<file path="src/tdm_frame_port_defines.vh">
// Notes on behaviour
// - Receive register: channel 1 in high byte, channel 0 in low byte, reset zero.
// - Transmit register: channel 1 in high byte, channel 0 in low byte, reset zero.
// - Control word selects rate, active slots and slot-to-buffer mapping; resets to zero.
// - Mode codes 000 and 001 leave the port inactive; no bus activity at all.
// - Codes 010/011/101/111: slave, doubled clock, 4/8/16/32 slots per frame.
// - Code 100: 768 kbit/s, 12 slots, master or slave.
// - Code 110: slave, 32 slots, bit clock equals the data rate.
// - Each buffer has slot field and active flag; exchanged only in its slot.
// - Frame sync rising edge marks first bit of slot 0; slots are eight bits.
// - Outside speech mode each data bit spans two bit-clock periods.
// - Sixteen-bit samples occupy two consecutive slots for the channel.
// - Slave takes frame sync and bit clock in; master drives both out.
`ifndef TDM_FRAME_PORT_DEFINES_VH
`define TDM_FRAME_PORT_DEFINES_VH

// Register byte offsets
`define REG_RX_BUFFERS      8'h00
`define REG_TX_BUFFERS      8'h04
`define REG_PORT_CONTROL    8'h08
`define REG_PORT_CONFIG     8'h0c
`define REG_PORT_STATUS     8'h10

// Reset values
`define RST_RX_BUFFERS      16'h0000
`define RST_TX_BUFFERS      16'h0000
`define RST_PORT_CONTROL    16'h0000

// Control word fields
`define CTL_MODE_HI         15
`define CTL_MODE_LO         13
`define CTL_SLOT0_HI        12
`define CTL_SLOT0_LO        8
`define CTL_ACT0_BIT        6
`define CTL_ACT1_BIT        5
`define CTL_SLOT1_HI        4
`define CTL_SLOT1_LO        0

// Mode codes
`define MODE_256            3'h2
`define MODE_512            3'h3
`define MODE_768            3'h4
`define MODE_1024           3'h5
`define MODE_SPEECH         3'h6
`define MODE_2048           3'h7

// Config and status bits
`define CFG_MASTER_BIT      0
`define CFG_WORD_BIT        1
`define STS_RX_FULL_BIT     0
`define STS_OVERRUN_BIT     1

// Timing
`define BITS_PER_SLOT       8
`define HCLK_HZ             40000000
`define MASTER_BCLK_HZ      1536000
`define MASTER_HALF_CYC     (`HCLK_HZ / (2 * `MASTER_BCLK_HZ))
`define MASTER_BCLK_FRAME   192

`endif

</file>
<file path="src/tdm_frame_port_control.v">
// Local design decisions: the address map and the AHB-Lite slave port.
`timescale 1ns/1ps
`include "tdm_frame_port_defines.vh"

module tdm_word_fifo #(
    parameter WIDTH = 16,
    parameter DEPTH = 16,
    parameter AW    = 4
) (
    // Clock and reset
    input  wire             hclk,
    input  wire             hresetn,
    // Fill side
    input  wire             in_valid,
    output wire             in_ready,
    input  wire [WIDTH-1:0] in_data,
    // Drain side
    output wire             out_valid,
    input  wire             out_ready,
    output wire [WIDTH-1:0] out_data,
    output wire [AW:0]      level
);
    reg [WIDTH-1:0] mem [0:DEPTH-1];
    reg [AW-1:0]    wr_q;
    reg [AW-1:0]    rd_q;
    reg [AW:0]      cnt_q;
    wire            push;
    wire            pop;

    assign in_ready  = (cnt_q != DEPTH[AW:0]);
    assign out_valid = (cnt_q != {(AW+1){1'b0}});
    assign out_data  = mem[rd_q];
    assign level     = cnt_q;
    assign push      = in_valid & in_ready;
    assign pop       = out_valid & out_ready;

    always @(posedge hclk) begin
        if (push) begin
            mem[wr_q] <= in_data;
        end
    end

    always @(posedge hclk or negedge hresetn) begin
        if (!hresetn) begin
            wr_q  <= {AW{1'b0}};
            rd_q  <= {AW{1'b0}};
            cnt_q <= {(AW+1){1'b0}};
        end else begin
            if (push) begin
                wr_q <= (wr_q == DEPTH[AW-1:0] - 1'b1) ? {AW{1'b0}} : wr_q + 1'b1;
            end
            if (pop) begin
                rd_q <= (rd_q == DEPTH[AW-1:0] - 1'b1) ? {AW{1'b0}} : rd_q + 1'b1;
            end
            cnt_q <= cnt_q + {{AW{1'b0}}, push} - {{AW{1'b0}}, pop};
        end
    end
endmodule

////////////////////////////////////////////////////////////////////////////////

module tdm_frame_port_control #(
    parameter FIFO_DEPTH  = 16,
    parameter FIFO_AW     = 4,
    parameter MASTER_HALF = `MASTER_HALF_CYC
) (
    // Clock and reset
    input  wire        hclk,
    input  wire        hresetn,
    // AHB-Lite slave
    input  wire        hsel,
    input  wire [7:0]  haddr,
    input  wire [1:0]  htrans,
    input  wire        hwrite,
    input  wire [2:0]  hsize,
    input  wire [31:0] hwdata,
    input  wire        hready,
    output wire        hreadyout,
    output wire        hresp,
    output reg  [31:0] hrdata,
    // Frame bus
    input  wire        serial_in,
    output wire        serial_out_o,
    output wire        serial_out_oe,
    input  wire        frame_sync_i,
    output wire        frame_sync_o,
    output wire        frame_sync_oe,
    input  wire        bit_clock_i,
    output wire        bit_clock_o,
    output wire        bit_clock_oe
);
    ////////////////////////////////////////////////////////////////////////////
    // Slot lookup: {hit, byte index} for a slot number under a control word
    function [1:0] slot_map;
        input [5:0]  slot;
        input [15:0] ctl;
        input        word;
        reg   [5:0]  nslots;
        reg   [5:0]  s0;
        reg   [5:0]  s1;
        begin
            case (ctl[`CTL_MODE_HI:`CTL_MODE_LO])
                `MODE_256:  nslots = 6'h04;
                `MODE_512:  nslots = 6'h08;
                `MODE_768:  nslots = 6'h0c;
                `MODE_1024: nslots = 6'h10;
                `MODE_SPEECH, `MODE_2048: nslots = 6'h20;
                default:    nslots = 6'h00;
            endcase
            s0 = {1'b0, ctl[`CTL_SLOT0_HI:`CTL_SLOT0_LO]};
            s1 = {1'b0, ctl[`CTL_SLOT1_HI:`CTL_SLOT1_LO]};
            slot_map = 2'b00;
            if (slot < nslots) begin
                if (word) begin
                    // Sample spans slot0 and the next slot, high byte first
                    if (ctl[`CTL_ACT0_BIT] && slot == s0) begin
                        slot_map = 2'b11;
                    end else if (ctl[`CTL_ACT0_BIT] && slot == s0 + 6'h01) begin
                        slot_map = 2'b10;
                    end
                end else if (ctl[`CTL_ACT0_BIT] && slot == s0) begin
                    slot_map = 2'b10;
                end else if (ctl[`CTL_ACT1_BIT] && slot == s1) begin
                    slot_map = 2'b11;
                end
            end
        end
    endfunction

    ////////////////////////////////////////////////////////////////////////////
    // Registers
    reg  [15:0] rx_q;
    reg         rx_full_q;
    reg  [15:0] tx_q;
    reg  [15:0] ctl_q;
    reg  [1:0]  cfg_q;
    reg         overrun_q;
    reg         dp_act_q;
    reg         dp_wr_q;
    reg  [7:0]  dp_addr_q;

    wire [2:0]  mode    = ctl_q[`CTL_MODE_HI:`CTL_MODE_LO];
    wire        port_on = mode[2] | mode[1];
    wire        doubled = (mode != `MODE_SPEECH);
    wire        master  = port_on & cfg_q[`CFG_MASTER_BIT] & (mode == `MODE_768);
    wire        word    = cfg_q[`CFG_WORD_BIT];

    wire        ap_take = hsel & htrans[1] & hready;
    wire        wr_tx   = dp_act_q & dp_wr_q & (dp_addr_q == `REG_TX_BUFFERS);
    wire        wr_ctl  = dp_act_q & dp_wr_q & (dp_addr_q == `REG_PORT_CONTROL);
    wire        wr_cfg  = dp_act_q & dp_wr_q & (dp_addr_q == `REG_PORT_CONFIG);
    wire        wr_sts  = dp_act_q & dp_wr_q & (dp_addr_q == `REG_PORT_STATUS);
    wire        rd_rx   = dp_act_q & ~dp_wr_q & (dp_addr_q == `REG_RX_BUFFERS);

    // Zero wait states; every transfer completes OKAY
    assign hreadyout = 1'b1;
    assign hresp     = 1'b0;

    ////////////////////////////////////////////////////////////////////////////
    // Pin synchronisers, third stage only for edge detection
    reg  [2:0] bclk_s;
    reg  [2:0] fs_s;
    reg  [1:0] din_s;

    always @(posedge hclk or negedge hresetn) begin
        if (!hresetn) begin
            bclk_s <= 3'h0;
            fs_s   <= 3'h0;
            din_s  <= 2'h0;
        end else begin
            bclk_s <= {bclk_s[1:0], bit_clock_i};
            fs_s   <= {fs_s[1:0], frame_sync_i};
            din_s  <= {din_s[0], serial_in};
        end
    end

    ////////////////////////////////////////////////////////////////////////////
    // Master clock and frame generator
    reg  [7:0] hcnt_q;
    reg        gclk_q;
    reg  [7:0] gcnt_q;
    reg        gfs_q;
    wire       gtick     = master & (hcnt_q == MASTER_HALF[7:0] - 8'h01);
    wire       gen_rise  = gtick & ~gclk_q;
    wire       gen_fall  = gtick & gclk_q;
    wire       gfs_last  = (gcnt_q == `MASTER_BCLK_FRAME - 1);

    always @(posedge hclk or negedge hresetn) begin
        if (!hresetn) begin
            hcnt_q <= 8'h00;
            gclk_q <= 1'b0;
            gcnt_q <= 8'h00;
            gfs_q  <= 1'b0;
        end else if (!master) begin
            hcnt_q <= 8'h00;
            gclk_q <= 1'b0;
            gcnt_q <= 8'h00;
            gfs_q  <= 1'b0;
        end else begin
            hcnt_q <= gtick ? 8'h00 : hcnt_q + 8'h01;
            if (gtick) begin
                gclk_q <= ~gclk_q;
            end
            if (gen_rise) begin
                gcnt_q <= gfs_last ? 8'h00 : gcnt_q + 8'h01;
            end
            // Sync rises half a bit clock ahead of the frame's first rising edge
            if (gen_fall) begin
                gfs_q <= gfs_last;
            end
        end
    end

    assign bit_clock_o   = gclk_q;
    assign frame_sync_o  = gfs_q;
    assign bit_clock_oe  = master;
    assign frame_sync_oe = master;

    ////////////////////////////////////////////////////////////////////////////
    // Frame timing
    wire clk_rise = master ? gen_rise : (bclk_s[1] & ~bclk_s[2]);
    wire clk_fall = master ? gen_fall : (~bclk_s[1] & bclk_s[2]);
    wire fs_rise  = master ? (gen_fall & gfs_last & ~gfs_q) : (fs_s[1] & ~fs_s[2]);

    reg         pend_q;
    reg         run_q;
    reg  [8:0]  pos_q;
    reg         sub_q;
    reg  [15:0] txs_q;
    reg  [15:0] rxs_q;
    reg         oe_q;
    reg  [8:0]  pos_d;
    reg         sub_d;
    wire [1:0]  map_d = slot_map(pos_d[8:3], ctl_q, word);
    wire [1:0]  map_q = slot_map(pos_q[8:3], ctl_q, word);
    wire [3:0]  tx_idx = {map_d[0], ~pos_d[2:0]};
    wire [3:0]  rx_idx = {map_q[0], ~pos_q[2:0]};

    // Each data bit takes two bit-clock periods except in speech mode
    always @* begin
        pos_d = pos_q;
        sub_d = sub_q;
        if (pend_q) begin
            pos_d = 9'h000;
            sub_d = 1'b0;
        end else if (doubled && !sub_q) begin
            sub_d = 1'b1;
        end else begin
            sub_d = 1'b0;
            pos_d = pos_q[8] ? pos_q : pos_q + 9'h001;
        end
    end

    // FIFO fill side
    wire        push_req = fs_rise & run_q & port_on &
                           (ctl_q[`CTL_ACT0_BIT] | ctl_q[`CTL_ACT1_BIT]);
    wire        fifo_in_ready;
    wire        fifo_out_valid;
    wire [15:0] fifo_out_data;
    wire [FIFO_AW:0] fifo_level;

    always @(posedge hclk or negedge hresetn) begin
        if (!hresetn) begin
            pend_q <= 1'b0;
            run_q  <= 1'b0;
            pos_q  <= 9'h000;
            sub_q  <= 1'b0;
            txs_q  <= 16'h0000;
            rxs_q  <= 16'h0000;
            oe_q   <= 1'b0;
        end else if (!port_on) begin
            pend_q <= 1'b0;
            run_q  <= 1'b0;
            oe_q   <= 1'b0;
        end else begin
            if (fs_rise) begin
                pend_q <= 1'b1;
                run_q  <= 1'b0;
                oe_q   <= 1'b0;
                txs_q  <= tx_q;
            end else if (clk_rise && (pend_q || run_q)) begin
                pend_q <= 1'b0;
                run_q  <= 1'b1;
                pos_q  <= pos_d;
                sub_q  <= sub_d;
                // Open drain: pull low for a zero, release for a one or idle slot
                if (!sub_d) begin
                    oe_q <= map_d[1] & ~txs_q[tx_idx];
                end
            end
            // Sample late in the bit, on the falling edge of its last period
            if (clk_fall && run_q && !pend_q && (sub_q || !doubled) && map_q[1]) begin
                rxs_q[rx_idx] <= din_s[1];
            end
        end
    end

    assign serial_out_o  = 1'b0;
    assign serial_out_oe = oe_q;

    // Full buffer drops the frame and flags overrun
    tdm_word_fifo #(
        .WIDTH (16),
        .DEPTH (FIFO_DEPTH),
        .AW    (FIFO_AW)
    ) u_rx_fifo (
        .hclk      (hclk),
        .hresetn   (hresetn),
        .in_valid  (push_req),
        .in_ready  (fifo_in_ready),
        .in_data   (rxs_q),
        .out_valid (fifo_out_valid),
        .out_ready (~rx_full_q),
        .out_data  (fifo_out_data),
        .level     (fifo_level)
    );

    ////////////////////////////////////////////////////////////////////////////
    // Register file
    wire rx_load = fifo_out_valid & ~rx_full_q;

    always @(posedge hclk or negedge hresetn) begin
        if (!hresetn) begin
            rx_q      <= `RST_RX_BUFFERS;
            rx_full_q <= 1'b0;
            tx_q      <= `RST_TX_BUFFERS;
            ctl_q     <= `RST_PORT_CONTROL;
            cfg_q     <= 2'b00;
            overrun_q <= 1'b0;
            dp_act_q  <= 1'b0;
            dp_wr_q   <= 1'b0;
            dp_addr_q <= 8'h00;
        end else begin
            dp_act_q <= ap_take;
            if (ap_take) begin
                dp_wr_q   <= hwrite;
                dp_addr_q <= haddr;
            end
            if (rx_load) begin
                rx_q <= fifo_out_data;
            end
            rx_full_q <= rx_load | (rx_full_q & ~rd_rx);
            if (wr_tx) begin
                tx_q <= hwdata[15:0];
            end
            if (wr_ctl) begin
                ctl_q <= hwdata[15:0];
            end
            if (wr_cfg) begin
                cfg_q <= hwdata[1:0];
            end
            // New overrun wins over a simultaneous clear
            overrun_q <= (push_req & ~fifo_in_ready) |
                         (overrun_q & ~(wr_sts & hwdata[`STS_OVERRUN_BIT]));
        end
    end

    always @* begin
        hrdata = 32'h00000000;
        if (dp_act_q && !dp_wr_q) begin
            case (dp_addr_q)
                `REG_RX_BUFFERS:   hrdata = {16'h0000, rx_q};
                `REG_TX_BUFFERS:   hrdata = {16'h0000, tx_q};
                `REG_PORT_CONTROL: hrdata = {16'h0000, ctl_q};
                `REG_PORT_CONFIG:  hrdata = {30'h00000000, cfg_q};
                `REG_PORT_STATUS:  hrdata = {{(23-FIFO_AW){1'b0}}, fifo_level, 4'h0,
                                             run_q, master, overrun_q, rx_full_q};
                default:           hrdata = 32'h00000000;
            endcase
        end
    end
endmodule

</file>
<file path="config.mk">
export PLATFORM = sky130hd
export DESIGN_NAME = tdm_frame_port_control
export DESIGN_NICKNAME = d
export VERILOG_FILES = /design/src/tdm_frame_port_control.v
export VERILOG_INCLUDE_DIRS = /design/src
export SDC_FILE = /design/constraint.sdc
export NUM_CORES = 1
export LEC_CHECK = 0
export ABC_AREA = 1
export BUFFER_PORTS_ARGS = -buffer_cell sky130_fd_sc_hd__buf_2
export CAP_MARGIN = 15
export CORE_ASPECT_RATIO = 1.4
export CORE_MARGIN = 2
export CORE_UTILIZATION = 39
export DETAILED_ROUTE_END_ITERATION = 8
export HOLD_SLACK_MARGIN = 0.1
export SYNTH_ARGS = -nofsm -noshare
export SYNTH_HDL_FRONTEND = slang
export SYNTH_SLANG_ARGS = --single-unit
</file>
<file path="constraint.sdc">
create_clock -name hclk -period 3.6 [get_ports hclk]
set_input_delay 0.18 -clock hclk [delete_from_list [all_inputs] [get_ports hclk]]
set_output_delay 0.18 -clock hclk [all_outputs]
set_load 0.02 [all_outputs]
</file>
Yosys cells after proc, flatten, opt, wreduce, memory -nomap -nowiden

Memories as Yosys holds them, arrays and structs flattened. A register that Yosys moved wholly into a read port is not among the register bits.
Cells that the tools add are included.

Logic and storage cells: 192
Memories kept: 1
Bits of input ports: 53
Register bits: 130
ROM bits: 0
Memory bits (writable): 256
Latch bits: 0

Shift operators: 0
Mux-type cells: 51
Div/mod/pow operators: 0
Multipliers: 0
Equal/unequal tests: 27
$lt $le $gt $ge: 5
Add/subtract/negate cells: 8
Bitwise logic cells: 47
Reductions and logical operators: 28

Memories:

| name          | words | width | rd ports | clocked after Yosys merged registers in | wr ports | RTL line                    | source |
|---|---|---|---|---|---|---|---|
| u_rx_fifo.mem | 16    | 16    | 1        | 1                                       | 1        | tdm_frame_port_control.v:23 | `reg [WIDTH-1:0] mem [0:DEPTH-1];` |

Operators with widths:

| cell                                                                   | number |
|---|---|
| 16-bit one-hot mux with 5 select lines                                 | 1 |
| 8-bit 2-to-1 mux                                                       | 5 |
| 32-bit 2-to-1 mux                                                      | 1 |
| 6-bit one-hot mux with 5 select lines                                  | 1 |
| 1-bit AND                                                              | 29 |
| 9-bit 2-to-1 mux                                                       | 3 |
| 6-bit by 5-bit equality test with 1-bit output                         | 4 |
| 8-bit by 4-bit equality test with 1-bit output (second input constant) | 3 |
| 2-bit 2-to-1 mux                                                       | 12 |
| 1-bit 2-to-1 mux                                                       | 23 |
| 8-bit by 1-bit adder with 8-bit output (second input constant)         | 2 |
| 16-bit bitwise mux                                                     | 1 |
| 1-bit logical AND                                                      | 14 |
| 3-bit equality test (second input constant)                            | 4 |
| 6-bit equality test                                                    | 2 |
| 6-bit < comparator                                                     | 2 |
| 1-bit inverter                                                         | 12 |
| 4-bit by 5-bit < comparator with 1-bit output (second input constant)  | 2 |
| 9-bit by 1-bit adder with 9-bit output (second input constant)         | 1 |
| 4-bit by 1-bit adder with 4-bit output (second input constant)         | 2 |
| 4-bit equality test (second input constant)                            | 2 |
| 8-bit by 3-bit equality test with 1-bit output (second input constant) | 1 |
| 8-bit by 5-bit equality test with 1-bit output (second input constant) | 1 |
| 8-bit equality test (second input constant)                            | 1 |
| 21 further kinds                                                       | 37 |

Longest topological paths before layout

Depth after elaboration: 18
Depth in mapped cells: 19
Mapped depth without buffers: 18

Modules after synthesis

Synthesis repeated with hierarchy kept, for this count alone.

Cell total of the unflattened synthesis: 2136
Area, all modules: 19447.4 um^2

Modules (own cells, without submodules):

| module                 | area each (um^2) | cells each | times used |
|---|---|---|---|
| tdm_word_fifo          | 12002.8          | 1204       | 1 |
| tdm_frame_port_control | 7444.6           | 932        | 1 |

Worst setup path before layout

No wires, ideal clock.

Kind: reg2reg
Start point: reg ctl_q[14]
End point: mem u_rx_fifo.mem[11][0], enable pin
Library setup time: 388 ps
Cell stages (with the launch flop): 10
Arrival: 2253 ps
Path buffers: 0
Slack: 959 ps
Cells stage by stage: dfrtp_1 > nor3_4 > nand2_2 > nor3_2 > nand3b_1 > nand2_1 > nand3_1 > inv_2 > nand2_1 > nor2_1

Word-level cells in the longest chain between the ends: 14

Ends and longest elaborated chain:

| element                                  | RTL line                     | source |
|---|---|---|
| start, declared                          | tdm_frame_port_control.v:135 | `reg [15:0] ctl_q;` |
| start signal, assigned                   | tdm_frame_port_control.v:327 | `` ctl_q <= `RST_PORT_CONTROL; `` |
| start signal, assigned                   | tdm_frame_port_control.v:347 | `ctl_q <= hwdata[15:0];` |
| 1-bit bitwise OR                         | tdm_frame_port_control.v:143 | `wire port_on = mode[2] \| mode[1];` |
| 1-bit AND (2 in a row)                   | tdm_frame_port_control.v:145 | `` wire master = port_on & cfg_q[`CFG_MASTER_BIT] & (mode == `MODE_768); `` |
| 1-bit AND                                | tdm_frame_port_control.v:183 | `wire gtick = master & (hcnt_q == MASTER_HALF[7:0] - 8'h01);` |
| 1-bit AND                                | tdm_frame_port_control.v:185 | `wire gen_fall = gtick & gclk_q;` |
| 1-bit AND (2 in a row)                   | tdm_frame_port_control.v:223 | `wire fs_rise = master ? (gen_fall & gfs_last & ~gfs_q) : (fs_s[1] & ~fs_s[2]);` |
| 1-bit 2-to-1 mux                         | tdm_frame_port_control.v:223 |  |
| 1-bit AND                                | tdm_frame_port_control.v:255 | `wire push_req = fs_rise & run_q & port_on &` |
| 1-bit AND * (2 in a row)                 | tdm_frame_port_control.v:255 |  |
| 1-bit AND *                              | tdm_frame_port_control.v:34  | `assign push = in_valid & in_ready;` |
| net u_rx_fifo.push                       | tdm_frame_port_control.v:27  | `wire push;` |
| 1-bit 2-to-1 mux *                       | tdm_frame_port_control.v:38  | `if (push) begin` |
| 1-bit 2-to-1 mux (not written as such) * | tdm_frame_port_control.v:39  | `mem[wr_q] <= in_data;` |
| end, declared                            | tdm_frame_port_control.v:23  |  |

Mark *: on every way through the listed nets, which the timed path passes. The rest lies on a longest branch.

Worst setup path in the final report

Start point: reg dp_addr_q[1]
End point: out hrdata[10]

Word-level cells in the longest chain between the ends: 3

Ends and longest elaborated chain:

| element                                                                | RTL line                     | source |
|---|---|---|
| start, declared                                                        | tdm_frame_port_control.v:140 | `reg [7:0] dp_addr_q;` |
| start signal, assigned                                                 | tdm_frame_port_control.v:337 | `dp_addr_q <= haddr;` |
| 8-bit by 5-bit equality test with 1-bit output (tied with other cells) | tdm_frame_port_control.v:361 | `case (dp_addr_q)` |
| 16-bit one-hot mux with 5 select lines *                               | tdm_frame_port_control.v:361 |  |
| 32-bit 2-to-1 mux *                                                    | tdm_frame_port_control.v:360 | `if (dp_act_q && !dp_wr_q) begin` |
| end, declared                                                          | tdm_frame_port_control.v:80  | `output reg [31:0] hrdata,` |

Every way passes the cells marked *; elsewhere a longest branch is shown, timed or not.

==> impl_metrics.py <==
metrics = {
    "cells_and_area": {
        "nets": 1875,
        "drive_gt1_share_pct": 10.39,
        "stdcell_area_sq_um": 20530,
        "final_util_pct": 45.49,
        "regArea_sq_um": 11350,
        "syn_to_final_growth_pct": 15.02,
        "final_cell_mix": "edfxtp_1 (256), nand2_1 (253), nor2_1 (237), o21ai_0 (214), dfrtp_1 (144)",
        "diodes": 0,
        "final_common_cell": "edfxtp_1",
        "multiInputGateArea_sq_um": 5529,
        "fillers": 4253,
    },
    "detailed_routing": {
        "drtIter0Drc": 1138,
        "wl_um": 46010,
        "num_vias": 12870,
        "drt_first_pass_iters": 5,
        "drcViolationCount": 0,
        "drtAntennaViolNets": 0,
        "wire_per_inst_um": 18.86,
        "viasPerCell": 5.273,
    },
    "die": {
        "core-area_sq_um": 45120,
        "num_rows": 92,
        "die-height_um": 257.1,
        "die-area_sq_um": 47510,
        "die_x_um": 184.8,
        "initial_utilization_pct": 39.55,
        "io_pins": 93,
    },
    "clocking": {
        "clock_path_buffers": 3,
        "h-tree-depth": 2,
        "clk_latency_ps": 560,
        "cts_resized": 0,
        "cts_root_buf": "clkbuf_16",
        "cts_tree": "built",
        "path_clk_slew_ps": 50,
        "cts_made_buffers": 41,
        "clock-sinks": 402,
    },
    "yosys": {
        "avgSynthCellArea_sq_um": 10.42,
        "synth_edf_count": 256,
        "ys_seq_elements": 402,
        "ys_seq_area_share_pct": 63.54,
        "ys.flop_type": "edfxtp_1",
        "yosysWarnings": 0,
        "netlist_instances": 1712,
        "synth_cell_types": 48,
        "synth.cell_area_sq_um": 17850,
        "async_reset_ff_share_pct": 36.32,
    },
    "critical_path": {
        "max_stage_delay_ps": 420,
        "critPathSlowestCell": "nor2_1",
        "critPathLaunchType": "flop",
        "arrival_ps": 2970,
        "cpLargestDelayFamily": "simple AND/OR/NAND/NOR gates",
        "cp.depth": 8,
        "critPathBufInv": 2,
        "crit_type": "reg -> out",
        "critPathMaxFanout": 10,
        "path_common_cell": "nor2_1",
        "required_ps": 3420,
        "rr_worst_depth": 11,
        "end_kind": "primary output",
        "cp_cell_sequence": "nor2_1 > inv_1 > nor3_1 > nand3_1 > nor2_1 > a221oi_1 > a21oi_1 > buf_2",
    },
    "min_path": {
        "min_path_type": "in -> reg",
        "min_path_cells": 4,
    },
    "placed_design": {
        "placed_cell_area_sq_um": 18790,
        "hpwl_um": 29920,
        "place_congestion": 0.9056,
        "portBuffers": 53,
    },
    "timing": {
        "maxSlewHeadroom_pct": 28.86,
        "tightest_slew_ps": 1064,
        "drv_slew": 0,
        "grt_setup_unrepaired": "no",
        "finalCritPeriodShare_pct": 87.44,
        "skew_ps": 19.95,
        "finalSetupTns_ps": 0,
        "max_freq_mhz": 317.7,
        "hold_viol": 0,
        "period_needed_ps": 3148,
        "setup_violations": 0,
    },
    "pwr": {
        "vdd_drop_max_mv": 0.4612,
        "p_leak_nw": 8.217,
        "powerDensity_nw_per_um2": 637.5,
        "finalPower_mw": 13.09,
    },
    "global_routing": {
        "grt.overflow.total": 0,
        "grt.total_usage_pct": 19.53,
        "grt_pass1_vias": 12710,
        "grt_max_degree": 131,
        "grt_antenna_before_repair": 0,
        "grt_first_pass_wirelength_um": 71420,
    },
    "flow_run": {
        "cap_violations": 0,
    },
    "outcome": {
        "status": "finished clean",
    },
}
## cell families after synthesis
kind of cell	Yosys count	share of synthesized area [%]
adder cells (fa/ha/maj)	26	1.865
buffers and inverters	249	5.931
other	2	0.04208
multiplexers	7	0.4416
flip-flops	402	63.54
AND/OR/NAND/NOR	618	14.37
XOR/XNOR	20	0.9815
AO/OA/AOI/OAI	388	12.82
## worst min-delay path, cell delays in order
cell     delay [ps]
buf_2            90
nand3_1         220
nand2_1          80
nand2_1          60
## flip-flops by register name, indices dropped and copies added (netlist names), 2 cells and up
signal           cells
bclk_s               3
cfg_q                2
ctl_q               16
din_s                2
dp_addr_q            8
fs_s                 3
gcnt_q               8
hcnt_q               8
pos_q                9
rx_q                16
rxs_q               16
tx_q                16
txs_q               16
u_rx_fifo.level      5
u_rx_fifo.mem      256
u_rx_fifo.rd_q       4
u_rx_fifo.wr_q       4
## where the power goes
part	total (mW)	switching, mW	leakage [nW]	internal, mW
Sequential	5.51	0.307	4.03	5.21
Clock	4.42	1.84	0.695	2.59
Combinational	3.15	2.15	3.49	1.00
## synth_stat cells, types with 3 or more instances
| library cell | number | area, sq um |
|---|---|---|
| edfxtp_1 | 256 | 7687 |
| nand2_1 | 253 | 949.7 |
| nor2_1 | 239 | 897.1 |
| o21ai_0 | 214 | 1071 |
| dfrtp_1 | 146 | 3654 |
| inv_1 | 139 | 521.8 |
| nand3_1 | 72 | 360.4 |
| clkbuf_1 | 65 | 244.0 |
| o22ai_1 | 56 | 350.3 |
| a21oi_1 | 37 | 185.2 |
| o221ai_1 | 26 | 227.7 |
| ha_1 | 25 | 312.8 |
| a221oi_1 | 21 | 183.9 |
| buf_4 | 20 | 150.1 |
| nand4_1 | 18 | 112.6 |
| nor3_1 | 16 | 80.08 |
| xor2_1 | 15 | 131.4 |
| o211ai_1 | 10 | 75.07 |
| buf_2 | 9 | 45.04 |
| a22oi_1 | 6 | 45.04 |
| inv_2 | 6 | 22.52 |
| mux2_2 | 6 | 67.56 |
| buf_6 | 5 | 56.30 |
| clkinv_1 | 5 | 18.77 |
| nor4_1 | 5 | 31.28 |
| xnor2_1 | 5 | 43.79 |
| a41oi_1 | 4 | 35.03 |
| nand2_2 | 4 | 25.02 |
| o21ai_2 | 3 | 26.28 |
| o31ai_1 | 3 | 22.52 |
## cell type report
cell class	instances	share of cell area, %
Clock buffer	53	5.413
Clock inverter	23	1.438
Inverter	150	2.749
Multi-Input combinational cell	1078	26.94
Sequential cell	402	55.27
Tap cell	611	3.724
Timing Repair Buffer	123	4.468
## through the flow
stage | instances | hold WS [ps] | setup WS, ps
final | 2440 | 129.5 | 452.2
after global routing | 2440 | 166.8 | 239.9
after CTS | 2440 | 100.2 | 504.2
after detailed placement | 2331 | 289.3 | 652.6
after global placement | 2331 | 289.1 | 729.4
after floorplan | 1729 | -115.6 | 958.8
## path summary, 6_finish.rpt
kind | start | endpoint | slack, ps
worst min-delay path | htrans[1] | dp_wr_q | 130
max in group asynchronous | hresetn | dp_addr_q[6] | 2470
min in group asynchronous | hresetn | ctl_q[15] | 260
worst max-delay path | dp_addr_q[1] | hrdata[10] | 450
worst min register to register | din_s[0] | din_s[1] | 350
worst max register to register | ctl_q[15] | u_rx_fifo.mem[13][8] | 580
## layer usage
| metal | track usage (%) | vias up | wire length [um] |
|---|---|---|---|
| met1 | 24.36 | 6274 | 18420 |
| met2 | 34.79 | 405 | 23630 |
| met3 | 2.236 | 82 | 2454 |
| li1 | - | 6106 | - |
| met4 | 6.856 | 0 | 1510 |
| met5 | 0 | - | 0 |
## what timing repair did
action	CTS	global route
buffers inserted	0	0
endpoints found under the hold margin	131	0
hold buffers	33	0
(Power assumes the default switching activity.)
